**src/rtl/mtas_defs.svh**
```systemverilog
`ifndef MTAS_DEFS_SVH
`define MTAS_DEFS_SVH
`define MTAS_CLK_NS     5
`define MTAS_UNIT1_NS   1000
`define MTAS_UNIT2_NS   1000000
`define MTAS_UNIT3_NS   1000000000
`define MTAS_UNIT_OFF   2'h0
`define MTAS_UNIT_1     2'h1
`define MTAS_UNIT_2     2'h2
`define MTAS_CLS_N      4
`define MTAS_FLG_N      4
`define MTAS_FLG_BEGUN  0
`define MTAS_FLG_DONE   1
`define MTAS_FLG_INCR   2
`define MTAS_FLG_PURGE  3
`define MTAS_IRQ_N      4
`define MTAS_IRQ_RULE   0
`define MTAS_IRQ_PORTQ  1
`define MTAS_IRQ_DOMQ   2
`define MTAS_IRQ_OPDONE 3
`endif

```
**src/rtl/mtas_pkg.sv**
```systemverilog
package mtas_pkg;
  typedef enum logic [0:0] {st_idle, st_scan} mtas_state_e;
  typedef logic [1:0] mtas_cls_t;
  typedef logic [1:0] mtas_unit_t;
endpackage

```
**src/rtl/mtas_tick_timer.sv**
```systemverilog
`timescale 1ns/10ps
`include "mtas_defs.svh"
module mtas_tick_timer
  import mtas_pkg::*;
#(
  parameter int PER_W  = 16,
  parameter int U1_CYC = 200,
  parameter int U2_CYC = 200000,
  parameter int U3_CYC = 200000000
)
(
  input  wire logic             clk,      // clock
  input  wire logic             rstn,     // async reset, low
  input  wire logic             ce,       // clock enable
  input  wire logic             run,      // not paused, not halted
  input  wire mtas_unit_t       unit_sel, // tick unit, 0 = off
  input  wire logic [PER_W-1:0] period,   // ticks between scans
  output logic                  fire      // one-cycle scan request
);
  logic [31:0]      pre_ff;
  logic [31:0]      nxt_pre;
  logic [PER_W-1:0] per_ff;
  logic [PER_W-1:0] nxt_per;
  logic             fire_ff;
  logic             nxt_fire;

  wire [31:0]  unit_lim = (unit_sel == `MTAS_UNIT_1) ? 32'(U1_CYC - 1) :
                          (unit_sel == `MTAS_UNIT_2) ? 32'(U2_CYC - 1) : 32'(U3_CYC - 1);
  wire         active   = run && (unit_sel != `MTAS_UNIT_OFF);
  wire         tick     = active && (pre_ff >= unit_lim);
  wire [PER_W:0] per_inc = {1'h0, per_ff} + (PER_W + 1)'(1);
  // period of zero behaves as one tick
  wire         per_end  = per_inc >= {1'h0, period};

  assign nxt_pre  = (!active || tick) ? '0 : pre_ff + 32'h1;
  assign nxt_per  = !active ? '0 : (tick ? (per_end ? '0 : per_inc[PER_W-1:0]) : per_ff);
  assign nxt_fire = tick && per_end;
  assign fire     = fire_ff;

  always_ff @(posedge clk or negedge rstn)
  begin
    if (!rstn)
    begin
      pre_ff  <= '0;
      per_ff  <= '0;
      fire_ff <= 1'h0;
    end
    else if (ce)
    begin
      pre_ff  <= nxt_pre;
      per_ff  <= nxt_per;
      fire_ff <= nxt_fire;
    end
  end

  a_off_no_fire: assert property (@(posedge clk) disable iff (!rstn)
    ce && !active |=> !fire) else $error("timer fired while stopped");
endmodule

```
**src/rtl/mtas_irq_collect.sv**
```systemverilog
`timescale 1ns/10ps
module mtas_irq_collect
#(
  parameter int N = 4
)
(
  input  wire logic         clk,     // clock
  input  wire logic         rstn,    // async reset, low
  input  wire logic         ce,      // clock enable
  input  wire logic [N-1:0] src_ev,  // source event pulses
  input  wire logic [N-1:0] mask,    // per-source enable
  input  wire logic [N-1:0] clr,     // write-one-to-clear
  output logic      [N-1:0] pending, // sticky source status
  output logic      [N-1:0] active,  // enabled pending sources
  output logic              irq      // processor interrupt
);
  logic [N-1:0] pend_ff;
  logic [N-1:0] nxt_pend;

  assign nxt_pend = src_ev | (pend_ff & ~clr);
  assign pending  = pend_ff;
  assign active   = pend_ff & mask;
  assign irq      = |active;

  always_ff @(posedge clk or negedge rstn)
  begin
    if (!rstn)
      pend_ff <= '0;
    else if (ce)
      pend_ff <= nxt_pend;
  end

  a_event_latched: assert property (@(posedge clk) disable iff (!rstn)
    ce && |src_ev |=> (pending & $past(src_ev)) == $past(src_ev)) else $error("event lost");
  a_hold_until_clr: assert property (@(posedge clk) disable iff (!rstn)
    ce && |(pending & ~clr) |=> (pending & $past(pending & ~clr)) == $past(pending & ~clr))
    else $error("sticky bit dropped without clear");
endmodule

```
**src/rtl/mtas_age_scan.sv**
```systemverilog
`timescale 1ns/10ps
`include "mtas_defs.svh"
module mtas_age_scan
  import mtas_pkg::*;
#(
  parameter int ROWS   = 16,
  parameter int VLANS  = 16,
  parameter int PORTS  = 8,
  parameter int AGE_W  = 2,
  parameter int PER_W  = 16,
  parameter int U1_CYC = `MTAS_UNIT1_NS / `MTAS_CLK_NS,
  parameter int U2_CYC = `MTAS_UNIT2_NS / `MTAS_CLK_NS,
  parameter int U3_CYC = `MTAS_UNIT3_NS / `MTAS_CLK_NS
)
(
  input  wire logic                           clk,                     // clock
  input  wire logic                           rstn,                    // async reset, low
  input  wire logic                           ce,                      // clock enable
  input  wire logic [AGE_W-1:0]               age_max,                 // maximum age count
  input  wire logic [2*`MTAS_CLS_N-1:0]       age_unit_sel,            // tick unit per class
  input  wire logic [PER_W*`MTAS_CLS_N-1:0]   age_tick_period,         // ticks per class
  input  wire logic                           age_pause,               // suspend auto aging
  input  wire logic                           scan_kick,               // start scan pulse
  input  wire logic                           scan_abort,              // stop scan pulse
  input  wire logic                           scan_graceful_halt,      // idle after scan
  input  wire logic [PORTS-1:0]               local_port_age_filter,   // ports that age
  input  wire logic                           remote_entry_age_filter, // remote entries age
  input  wire logic                           port_filter_apply,       // use port filters
  input  wire mtas_cls_t                      learn_age_class,         // class for learning
  input  wire logic                           vlan_fid_we,             // vlan fid write
  input  wire logic [$clog2(VLANS)-1:0]       vlan_fid_idx,            // vlan to write
  input  wire logic [$clog2(VLANS)-1:0]       vlan_fid_val,            // fid value
  input  wire logic                           src_req,                 // source lookup pulse
  input  wire logic [47:0]                    src_mac,                 // source mac
  input  wire logic [$clog2(VLANS)-1:0]       src_vid,                 // frame vlan
  input  wire logic                           src_mcast,               // multicast entry key
  input  wire logic [$clog2(PORTS)-1:0]       src_port,                // ingress port
  input  wire logic                           src_remote,              // learned remotely
  input  wire logic                           src_learn,               // learn on miss
  input  wire logic                           src_pin,                 // new entry pinned
  output logic                                src_hit,                 // lookup hit
  output logic [$clog2(ROWS)-1:0]             src_row,                 // hit or learned row
  output logic                                src_learned,             // entry created
  output logic [$clog2(ROWS)-1:0]             next_row,                // next row to scan
  output logic                                scan_active_flag,        // scan in progress
  output logic                                scan_begun_flag,         // sticky scan start
  output logic                                scan_done_flag,          // sticky scan end
  output logic                                entry_incremented_flag,  // sticky age bump
  output logic                                entry_purged_flag,       // sticky removal
  input  wire logic [`MTAS_FLG_N-1:0]         flag_clr,                // w1c for flags
  input  wire logic                           rule_match,              // classifier hit
  input  wire logic                           rule_irq_act,            // action wants irq
  input  wire logic                           port_quota_try,          // port limit overrun
  input  wire logic [$clog2(PORTS)-1:0]       port_quota_port,         // offending port
  input  wire logic [PORTS-1:0]               port_quota_ena,          // per-port enable
  input  wire logic                           domain_quota_try,        // fid limit overrun
  input  wire logic [$clog2(VLANS)-1:0]       domain_quota_id,         // offending fid
  input  wire logic [VLANS-1:0]               domain_quota_ena,        // per-fid enable
  input  wire logic                           table_op_done_ena,       // op-done source on
  input  wire logic [`MTAS_IRQ_N-1:0]         irq_mask,                // source enables
  input  wire logic [`MTAS_IRQ_N-1:0]         irq_clr,                 // w1c for sources
  output logic [`MTAS_IRQ_N-1:0]              irq_pending,             // sticky sources
  output logic [`MTAS_IRQ_N-1:0]              irq_active,              // enabled sources
  output logic                                irq                      // interrupt out
);
  localparam int RW = $clog2(ROWS);
  localparam int VW = $clog2(VLANS);
  localparam int PW = $clog2(PORTS);

  function automatic logic [RW:0] first_of(input logic [ROWS-1:0] v);
    logic [RW:0] r;
    r = '0;
    for (int i = ROWS - 1; i >= 0; i--)
      if (v[i])
        r = {1'h1, RW'(i)};
    return r;
  endfunction

  function automatic logic sticky(input logic q, input logic set, input logic clr);
    return set | (q & ~clr);
  endfunction

  logic             e_vld_ff  [ROWS];
  logic             e_pin_ff  [ROWS];
  logic             e_mc_ff   [ROWS];
  logic             e_rem_ff  [ROWS];
  logic [47:0]      e_mac_ff  [ROWS];
  logic [VW-1:0]    e_id_ff   [ROWS];
  logic [AGE_W-1:0] e_age_ff  [ROWS];
  mtas_cls_t        e_cls_ff  [ROWS];
  logic [PW-1:0]    e_port_ff [ROWS];
  logic [VW-1:0]    vlan_fid_ff [VLANS];

  mtas_state_e             state_ff;
  mtas_state_e             nxt_state;
  logic [RW-1:0]           row_ff;
  logic [RW-1:0]           nxt_row;
  mtas_cls_t               cls_ff;
  mtas_cls_t               nxt_cls;
  logic                    all_ff;
  logic                    nxt_all;
  logic [`MTAS_CLS_N-1:0]  req_ff;
  logic [`MTAS_CLS_N-1:0]  nxt_req;
  logic [`MTAS_CLS_N-1:0]  fire_v;
  mtas_cls_t               pick_cls;
  logic [`MTAS_FLG_N-1:0]  flg_ff;
  logic [`MTAS_FLG_N-1:0]  nxt_flg;
  logic [`MTAS_FLG_N-1:0]  flg_set;
  logic                    src_hit_ff;
  logic [RW-1:0]           src_row_ff;
  logic                    src_lrn_ff;
  logic [ROWS-1:0]         match_v;
  logic [ROWS-1:0]         free_v;
  logic [`MTAS_IRQ_N-1:0]  irq_ev;

  // multicast keys on the vlan itself so it is never shared
  wire [VW-1:0] src_id = src_mcast ? src_vid : vlan_fid_ff[src_vid];

  always_comb
  begin
    match_v = '0;
    free_v  = '0;
    for (int i = 0; i < ROWS; i++)
    begin
      match_v[i] = e_vld_ff[i] && (e_mac_ff[i] == src_mac) && (e_id_ff[i] == src_id)
                   && (e_mc_ff[i] == src_mcast);
      free_v[i]  = !e_vld_ff[i];
    end
  end

  wire [RW:0]   hit_f    = first_of(match_v);
  wire [RW:0]   free_f   = first_of(free_v);
  wire          hit_now  = src_req && hit_f[RW];
  wire [RW-1:0] hit_row  = hit_f[RW-1:0];
  wire          do_learn = src_req && !hit_f[RW] && src_learn && free_f[RW];
  wire [RW-1:0] free_row = free_f[RW-1:0];

  // class timers run only while aging is neither paused nor halted
  wire timer_run = !age_pause && !scan_graceful_halt;

  genvar c;
  generate
    for (c = 0; c < `MTAS_CLS_N; c++)
    begin : g_cls
      mtas_tick_timer #(
        .PER_W  (PER_W),
        .U1_CYC (U1_CYC),
        .U2_CYC (U2_CYC),
        .U3_CYC (U3_CYC)
      ) u_timer (
        .clk      (clk),
        .rstn     (rstn),
        .ce       (ce),
        .run      (timer_run),
        .unit_sel (age_unit_sel[2*c +: 2]),
        .period   (age_tick_period[PER_W*c +: PER_W]),
        .fire     (fire_v[c])
      );
    end
  endgenerate

  always_comb
  begin
    pick_cls = '0;
    for (int k = `MTAS_CLS_N - 1; k >= 0; k--)
      if (req_ff[k])
        pick_cls = mtas_cls_t'(k);
  end

  wire scanning = (state_ff == st_scan);
  wire auto_ok  = !age_pause && !scan_graceful_halt && (|req_ff);
  wire start    = !scanning && (scan_kick || auto_ok);
  // kicked scans visit every class and ignore pause; pause stalls periodic scans in place
  wire stall    = age_pause && !all_ff;
  wire step     = scanning && !scan_abort && !stall;
  wire last     = (row_ff == RW'(ROWS - 1));
  wire finish   = step && last;

  wire filt_ok  = !port_filter_apply || (e_rem_ff[row_ff] ? remote_entry_age_filter
                                         : local_port_age_filter[e_port_ff[row_ff]]);
  // a same-cycle source hit proves activity, so the scan leaves that row alone
  wire row_hit  = hit_now && (hit_row == row_ff);
  wire cand     = step && e_vld_ff[row_ff] && !e_pin_ff[row_ff]
                  && (all_ff || e_cls_ff[row_ff] == cls_ff) && filt_ok && !row_hit;
  // above maximum also purges: protects against age_max lowered mid-life
  wire at_max   = e_age_ff[row_ff] >= age_max;
  wire purge    = cand && at_max;
  wire bump     = cand && !at_max;

  wire [`MTAS_CLS_N-1:0] req_take = (start && !scan_kick) ? ((`MTAS_CLS_N)'(1) << pick_cls) : '0;
  assign nxt_req = fire_v | (req_ff & ~req_take);

  always_comb
  begin
    nxt_state = state_ff;
    nxt_row   = row_ff;
    nxt_cls   = cls_ff;
    nxt_all   = all_ff;
    case (state_ff)
      st_idle:
        if (start)
        begin
          nxt_state = st_scan;
          nxt_row   = '0;
          nxt_all   = scan_kick;
          nxt_cls   = pick_cls;
        end
      st_scan:
        if (scan_abort)
          nxt_state = st_idle;
        else if (step)
        begin
          nxt_row = RW'(row_ff + 1'h1);
          if (last)
            nxt_state = st_idle;
        end
      default:
        nxt_state = st_idle;
    endcase
  end

  always_comb
  begin
    flg_set                  = '0;
    flg_set[`MTAS_FLG_BEGUN] = start;
    flg_set[`MTAS_FLG_DONE]  = finish;
    flg_set[`MTAS_FLG_INCR]  = bump;
    flg_set[`MTAS_FLG_PURGE] = purge;
    for (int f = 0; f < `MTAS_FLG_N; f++)
      nxt_flg[f] = sticky(flg_ff[f], flg_set[f], flag_clr[f]);
  end

  always_ff @(posedge clk or negedge rstn)
  begin
    if (!rstn)
    begin
      state_ff   <= st_idle;
      row_ff     <= '0;
      cls_ff     <= '0;
      all_ff     <= 1'h0;
      req_ff     <= '0;
      flg_ff     <= '0;
      src_hit_ff <= 1'h0;
      src_row_ff <= '0;
      src_lrn_ff <= 1'h0;
    end
    else if (ce)
    begin
      state_ff   <= nxt_state;
      row_ff     <= nxt_row;
      cls_ff     <= nxt_cls;
      all_ff     <= nxt_all;
      req_ff     <= nxt_req;
      flg_ff     <= nxt_flg;
      src_hit_ff <= hit_now;
      src_row_ff <= hit_now ? hit_row : free_row;
      src_lrn_ff <= do_learn;
    end
  end

  // vlans start out independent: each vlan maps to its own fid
  always_ff @(posedge clk or negedge rstn)
  begin
    if (!rstn)
      for (int v = 0; v < VLANS; v++)
        vlan_fid_ff[v] <= VW'(v);
    else if (ce && vlan_fid_we)
      vlan_fid_ff[vlan_fid_idx] <= vlan_fid_val;
  end

  always_ff @(posedge clk or negedge rstn)
  begin
    if (!rstn)
      for (int i = 0; i < ROWS; i++)
      begin
        e_vld_ff[i]  <= 1'h0;
        e_pin_ff[i]  <= 1'h0;
        e_mc_ff[i]   <= 1'h0;
        e_rem_ff[i]  <= 1'h0;
        e_mac_ff[i]  <= '0;
        e_id_ff[i]   <= '0;
        e_age_ff[i]  <= '0;
        e_cls_ff[i]  <= '0;
        e_port_ff[i] <= '0;
      end
    else if (ce)
    begin
      if (do_learn)
      begin
        e_vld_ff[free_row]  <= 1'h1;
        e_pin_ff[free_row]  <= src_pin;
        e_mc_ff[free_row]   <= src_mcast;
        e_rem_ff[free_row]  <= src_remote;
        e_mac_ff[free_row]  <= src_mac;
        e_id_ff[free_row]   <= src_id;
        e_age_ff[free_row]  <= '0;
        e_cls_ff[free_row]  <= learn_age_class;
        e_port_ff[free_row] <= src_port;
      end
      if (hit_now)
        e_age_ff[hit_row] <= '0;
      if (bump)
        e_age_ff[row_ff] <= AGE_W'(e_age_ff[row_ff] + 1'h1);
      if (purge)
        e_vld_ff[row_ff] <= 1'h0;
    end
  end

  always_comb
  begin
    irq_ev                  = '0;
    irq_ev[`MTAS_IRQ_RULE]  = rule_match && rule_irq_act;
    irq_ev[`MTAS_IRQ_PORTQ] = port_quota_try && port_quota_ena[port_quota_port];
    irq_ev[`MTAS_IRQ_DOMQ]  = domain_quota_try && domain_quota_ena[domain_quota_id];
    irq_ev[`MTAS_IRQ_OPDONE] = table_op_done_ena && (finish || do_learn);
  end

  mtas_irq_collect #(
    .N (`MTAS_IRQ_N)
  ) u_irq (
    .clk     (clk),
    .rstn    (rstn),
    .ce      (ce),
    .src_ev  (irq_ev),
    .mask    (irq_mask),
    .clr     (irq_clr),
    .pending (irq_pending),
    .active  (irq_active),
    .irq     (irq)
  );

  assign src_hit                = src_hit_ff;
  assign src_row                = src_row_ff;
  assign src_learned            = src_lrn_ff;
  assign next_row               = row_ff;
  assign scan_active_flag       = scanning;
  assign scan_begun_flag        = flg_ff[`MTAS_FLG_BEGUN];
  assign scan_done_flag         = flg_ff[`MTAS_FLG_DONE];
  assign entry_incremented_flag = flg_ff[`MTAS_FLG_INCR];
  assign entry_purged_flag      = flg_ff[`MTAS_FLG_PURGE];

  logic             chk_cand_ff;
  logic             chk_max_ff;
  logic             chk_pin_ff;
  logic [RW-1:0]    chk_row_ff;
  logic [AGE_W-1:0] chk_age_ff;

  always_ff @(posedge clk or negedge rstn)
  begin
    if (!rstn)
    begin
      chk_cand_ff <= 1'h0;
      chk_max_ff  <= 1'h0;
      chk_pin_ff  <= 1'h0;
      chk_row_ff  <= '0;
      chk_age_ff  <= '0;
    end
    else
    begin
      chk_cand_ff <= ce && cand;
      chk_max_ff  <= at_max;
      chk_pin_ff  <= ce && step && e_vld_ff[row_ff] && e_pin_ff[row_ff] && !row_hit;
      chk_row_ff  <= row_ff;
      chk_age_ff  <= e_age_ff[row_ff];
    end
  end

  a_pinned_untouched: assert property (@(posedge clk) disable iff (!rstn)
    chk_pin_ff |-> e_vld_ff[chk_row_ff] && e_age_ff[chk_row_ff] == chk_age_ff)
    else $error("pinned entry changed by scan");
  a_max_removes: assert property (@(posedge clk) disable iff (!rstn)
    chk_cand_ff && chk_max_ff |-> !e_vld_ff[chk_row_ff] && entry_purged_flag)
    else $error("entry at maximum age not removed");
  a_below_max_bumps: assert property (@(posedge clk) disable iff (!rstn)
    chk_cand_ff && !chk_max_ff |-> e_vld_ff[chk_row_ff] && e_age_ff[chk_row_ff] == AGE_W'(chk_age_ff + 1'h1)
    && entry_incremented_flag) else $error("age not incremented by one");
  a_hit_clears_age: assert property (@(posedge clk) disable iff (!rstn)
    src_hit |-> e_age_ff[src_row] == '0) else $error("source hit left age nonzero");
  a_kick_starts: assert property (@(posedge clk) disable iff (!rstn)
    ce && !scanning && scan_kick |=> scan_active_flag && next_row == '0 && scan_begun_flag)
    else $error("kick did not start a scan");
  a_abort_stops: assert property (@(posedge clk) disable iff (!rstn)
    ce && scanning && scan_abort |=> !scan_active_flag) else $error("abort did not stop scan");
  a_halt_stays_idle: assert property (@(posedge clk) disable iff (!rstn)
    ce && !scanning && scan_graceful_halt && !scan_kick |=> !scan_active_flag)
    else $error("periodic scan started under halt");
  a_last_row_done: assert property (@(posedge clk) disable iff (!rstn)
    ce && finish |=> !scan_active_flag && scan_done_flag && next_row == '0)
    else $error("scan end not reported");
  a_pause_freezes_row: assert property (@(posedge clk) disable iff (!rstn)
    ce && scanning && !all_ff && age_pause && !scan_abort |=> scan_active_flag && $stable(next_row))
    else $error("paused scan advanced");

  c_entry_purged: cover property (@(posedge clk) disable iff (!rstn) purge);
  c_scan_done: cover property (@(posedge clk) disable iff (!rstn) ce && finish && !all_ff);
  c_kick_scan: cover property (@(posedge clk) disable iff (!rstn) ce && !scanning && scan_kick);
  c_learn_then_hit: cover property (@(posedge clk) disable iff (!rstn) src_learned ##[1:20] src_hit);
endmodule

```
**config.mk**
```make
export PLATFORM = sky130hd
export DESIGN_NAME = mtas_age_scan
export DESIGN_NICKNAME = d
export VERILOG_FILES = /design/src/rtl/mtas_pkg.sv /design/src/rtl/mtas_tick_timer.sv /design/src/rtl/mtas_irq_collect.sv /design/src/rtl/mtas_age_scan.sv
export VERILOG_INCLUDE_DIRS = /design/src /design/src/rtl
export SDC_FILE = /design/constraint.sdc
export NUM_CORES = 2
export LEC_CHECK = 0
export CORE_MARGIN = 2
export CORE_UTILIZATION = 48
export DETAILED_ROUTE_END_ITERATION = 8
export DONT_BUFFER_PORTS = 1
export HOLD_SLACK_MARGIN = 0.12
export PLACE_DENSITY = 0.7
export SYNTH_ARGS = -nofsm -noshare
export SYNTH_HDL_FRONTEND = slang
export SYNTH_SLANG_ARGS = --single-unit
```
**constraint.sdc**
```tcl
create_clock -name clk -period 5.71 [get_ports clk]
set_clock_uncertainty 0.15 [all_clocks]
set_input_delay 0.571 -clock clk [delete_from_list [all_inputs] [get_ports clk]]
set_output_delay 0.571 -clock clk [all_outputs]
set_load 0.05 [all_outputs]
```
==> results.md <==
- Area growth syn-to-layout: 12.81%
- CTS sink count: ~1300
- Vias in the first global route: 52520
- Max FO, Critical Path: 14
- GP Congestion: between 0.9 and 1
- I/O pin count: approximately 230
- WS Path Type: in2reg
- Setup violations, final: 0
- Data arrival time of the critical path: around 6.2 ns
- Pre-antenna DRT Iters: 6
- Largest net degree at the start of global routing: 250
- Prevailing post-synth register cell: dfrtp_1
- Later-pin clock latency in the skew report: between 0.8 and 0.9 ns
- Sum of negative setup slack: 0 ns
- Hold Path Class: in2reg
- CTS Buf Count: 144
- Synthesized instance count: 6816
- Core area: 141400 µm²
- Highest Clock Rate: 0.1770 GHz
- Top post-synthesis cells by area: dfrtp_1, xor2_1, nand2_1
- Starting Density: about half
- Synthesized flop and latch total: 1294
- Port bufs: 0
- Distinct cells, synth: between 100 and 150
- Vias: ~54000
- Part of the cycle the worst path needs: 98.92%
- Routed wire length per instance: 26.26 µm
- YS warnings: 0
- Die Ht: 381.2 µm
- Iteration-0 DRC Markers: around 5600
- Die area: ~150000 µm²
- Max-slew violation count: 0
- Mapped Area: a little under 70000 µm²
- Chip width: between 300 and 400 µm
- Rows: around 140
- Vias per Instance: around 6.1
- Clock-pin transition on the worst setup and hold timing paths: ~0.060 ns
- Status: complete, no violations
- FFs w/ async S/R, synth: between 90% and 100%
- Nets: between 7000 and 8000
- Worst path required time: 6.25 ns
- Root buf cell: clkbuf_16
- Min Clock Period, post-route: 5.648 ns
- Hold Vio Cnt, Final: 0
- Worst setup SP type: input port
- Residual DRC: 0
- First-pass GRT wire length: 344.9 mm
- RSZ-0062 raised after global routing: false
- Area share of the largest cell type after synthesis: around 46%
- Pwr per Cell Area: just under 300 nW/µm²
- Maximum VDD drop: 243.2 µV
- Detail Placement HPWL: 143.2 mm
- Slew at the pin closest to its max-slew limit: about 1.3 ns
- CTS Buffer Depth: 3
- Number of synthesized flops with an enable pin: 0
- Filler cell count: 12040
- Avg Inst Size Synth: ~10 µm²
- Sequential share of the synthesized area: between 40% and 50%
- Max_cap viols: 0
- Worst slew margin: between 10% and 20%
- Initial antenna violation count: 22
- P_leak: roughly 36 nW
- Overall Global Routing Usage: a little under a third
- DRT antenna net count: 0
- Cell with the most instances after synthesis: dfrtp_1
- Grt total ovfl: 0
- Share of cells above drive strength 1: 13.05%
- Final wirelength: approximately 230 mm
- Util after Layout: 54.48%
- CTS tree: yes
- Post-synth top area cell: dfrtp_1
- Most instantiated cells after synthesis: dfrtp_1, nand2_1, o21ai_0
- Syn_nets: just over 7000
- Critical Path Sink Type: register
- Htree depth: 4
## registers in the layout, indices dropped and copies added, names as in the netlist, 16 cells and up
name / count
e_port_ff: 48
e_pin_ff: 16
e_mac_ff: 768
e_age_ff: 32
e_cls_ff: 32
g_cls.u_timer.per_ff: 64
e_vld_ff: 16
g_cls.u_timer.pre_ff: 128
e_rem_ff: 16
vlan_fid_ff: 64
e_id_ff: 64
e_mc_ff: 16
## stage by stage
step	hold WS [ns]	cells	setup WS [ns]	power (W)	area, µm²
after floorplan	0.1254	6816	0.7138	0.01229	68290
after global placement	0.1301	8468	0.1624	0.01309	70920
after detailed placement	0.1301	8468	0.02100	0.01318	70920
after CTS	0.1237	8838	0.01491	0.02285	76980
after global routing	0.1559	8845	0.02268	0.02358	77020
final	0.1651	8853	0.06160	0.02281	77040
## worst max-delay path, cell delays in order
cell           delay, ns
dlygate4sd3_1       0.67
inv_1               0.37
a222oi_1            0.56
nand4_1             0.16
nor4_1              0.68
o2111ai_1           0.28
or4_1               0.56
and2_1              0.21
a2111oi_2           0.45
a211oi_1            0.12
o31ai_2             0.31
nand4_2             0.22
o2111ai_2           0.35
nand2_1             0.08
dlygate4sd3_1       0.56
## what timing repair did
item / CTS / global route
buffers inserted: 0 / 2
hold endpoints to repair: 969 / 0
setup endpoints to repair: 0 / 58
hold buffers: 105 / 0
resized for setup: 0 / 3
## path summary, 6_finish.rpt
kind / end / slack (ns) / cells after the start / from
max reg2reg: e_mac_ff[11]$_DFFE_PN0P_ / 0.19 / 16 / vlan_fid_ff[35]$_DFFE_PN0P_
min reg2reg: e_mac_ff[514]$_DFFE_PN0P_ / 0.33 / 2 / e_mac_ff[514]$_DFFE_PN0P_
min: vlan_fid_ff[17]$_DFFE_PN1P_ / 0.17 / 3 / vlan_fid_idx[2]
min in group asynchronous: g_cls[0].u_timer.per_ff[5]$_DFFE_PN0P_ / 0.66 / 3 / rstn
max in group asynchronous: e_mac_ff[480]$_DFFE_PN0P_ / 1.50 / 6 / rstn
max: flg_ff[2]$_DFFE_PN0P_ / 0.06 / 15 / src_mac[42]
## layout by cell type (no fill, tap or decap), types with 27 or more instances in the layout
cell type / count
a21o_1: 32
a21oi_1: 83
a22o_1: 37
and3_1: 47
buf_12: 32
buf_4: 216
clkbuf_1: 42
clkbuf_16: 144
clkbuf_8: 31
dfrtp_1: 1259
dfstp_2: 32
dlygate4sd3_1: 93
ha_1: 166
inv_1: 229
mux2_1: 102
mux2_2: 243
mux4_2: 56
nand2_1: 923
nand2b_1: 44
nand3_1: 136
nand4_1: 143
nor2_1: 267
nor2b_1: 62
nor3_1: 65
nor4_1: 149
o2111ai_1: 27
o21ai_0: 569
o21ai_1: 241
o22ai_1: 71
xnor2_1: 376
xor2_1: 471
## per-layer routing
layer / track usage, % / vias to the layer above / part of all wire, %
met3: 9.102 / 887 / 11
met1: 40.44 / 26650 / 37
met2: 48.11 / 2976 / 44
met4: 18.99 / 12 / 7.0
li1: - / 23810 / -
met5: 0 / - / 0.037
## power breakdown
part / switching [W] / total [W] / internal, W
sequential: 0.000512 / 0.0102 / 0.00967
combinational: 0.00183 / 0.00308 / 0.00125
clock: 0.00408 / 0.00954 / 0.00547
total: 0.00642 / 0.0228 / 0.0164
## cell families (layout without fill, tap and decap cells)
kind of cell,after synthesis,count (layout),synth area share [%]
AOI/OAI and AO/OA,1361,1361,12.28
xor gates and xnor gates,848,848,10.89
adders and majority gates,166,166,3.041
buffers and inverters,722,856,4.353
DFF,1294,1294,47.47
muxes,432,432,8.098
other,0,13,0
and+or+nand+nor,1993,1993,13.87
## cell type report
type                    instances  area [µm²]  share of cell area, %
flip-flops and latches       1294       32430                  42.09
repair buffers                348        3386                  4.395
diodes                         13       32.53                0.04223
clock inverters                48       691.9                 0.8981
well taps                    1890        2365                  3.070
inverters                     243       912.1                  1.184
multi-input cells            4800       33040                  42.88
clock buffers                 217        4188                  5.436
(Power assumes the default switching activity.)
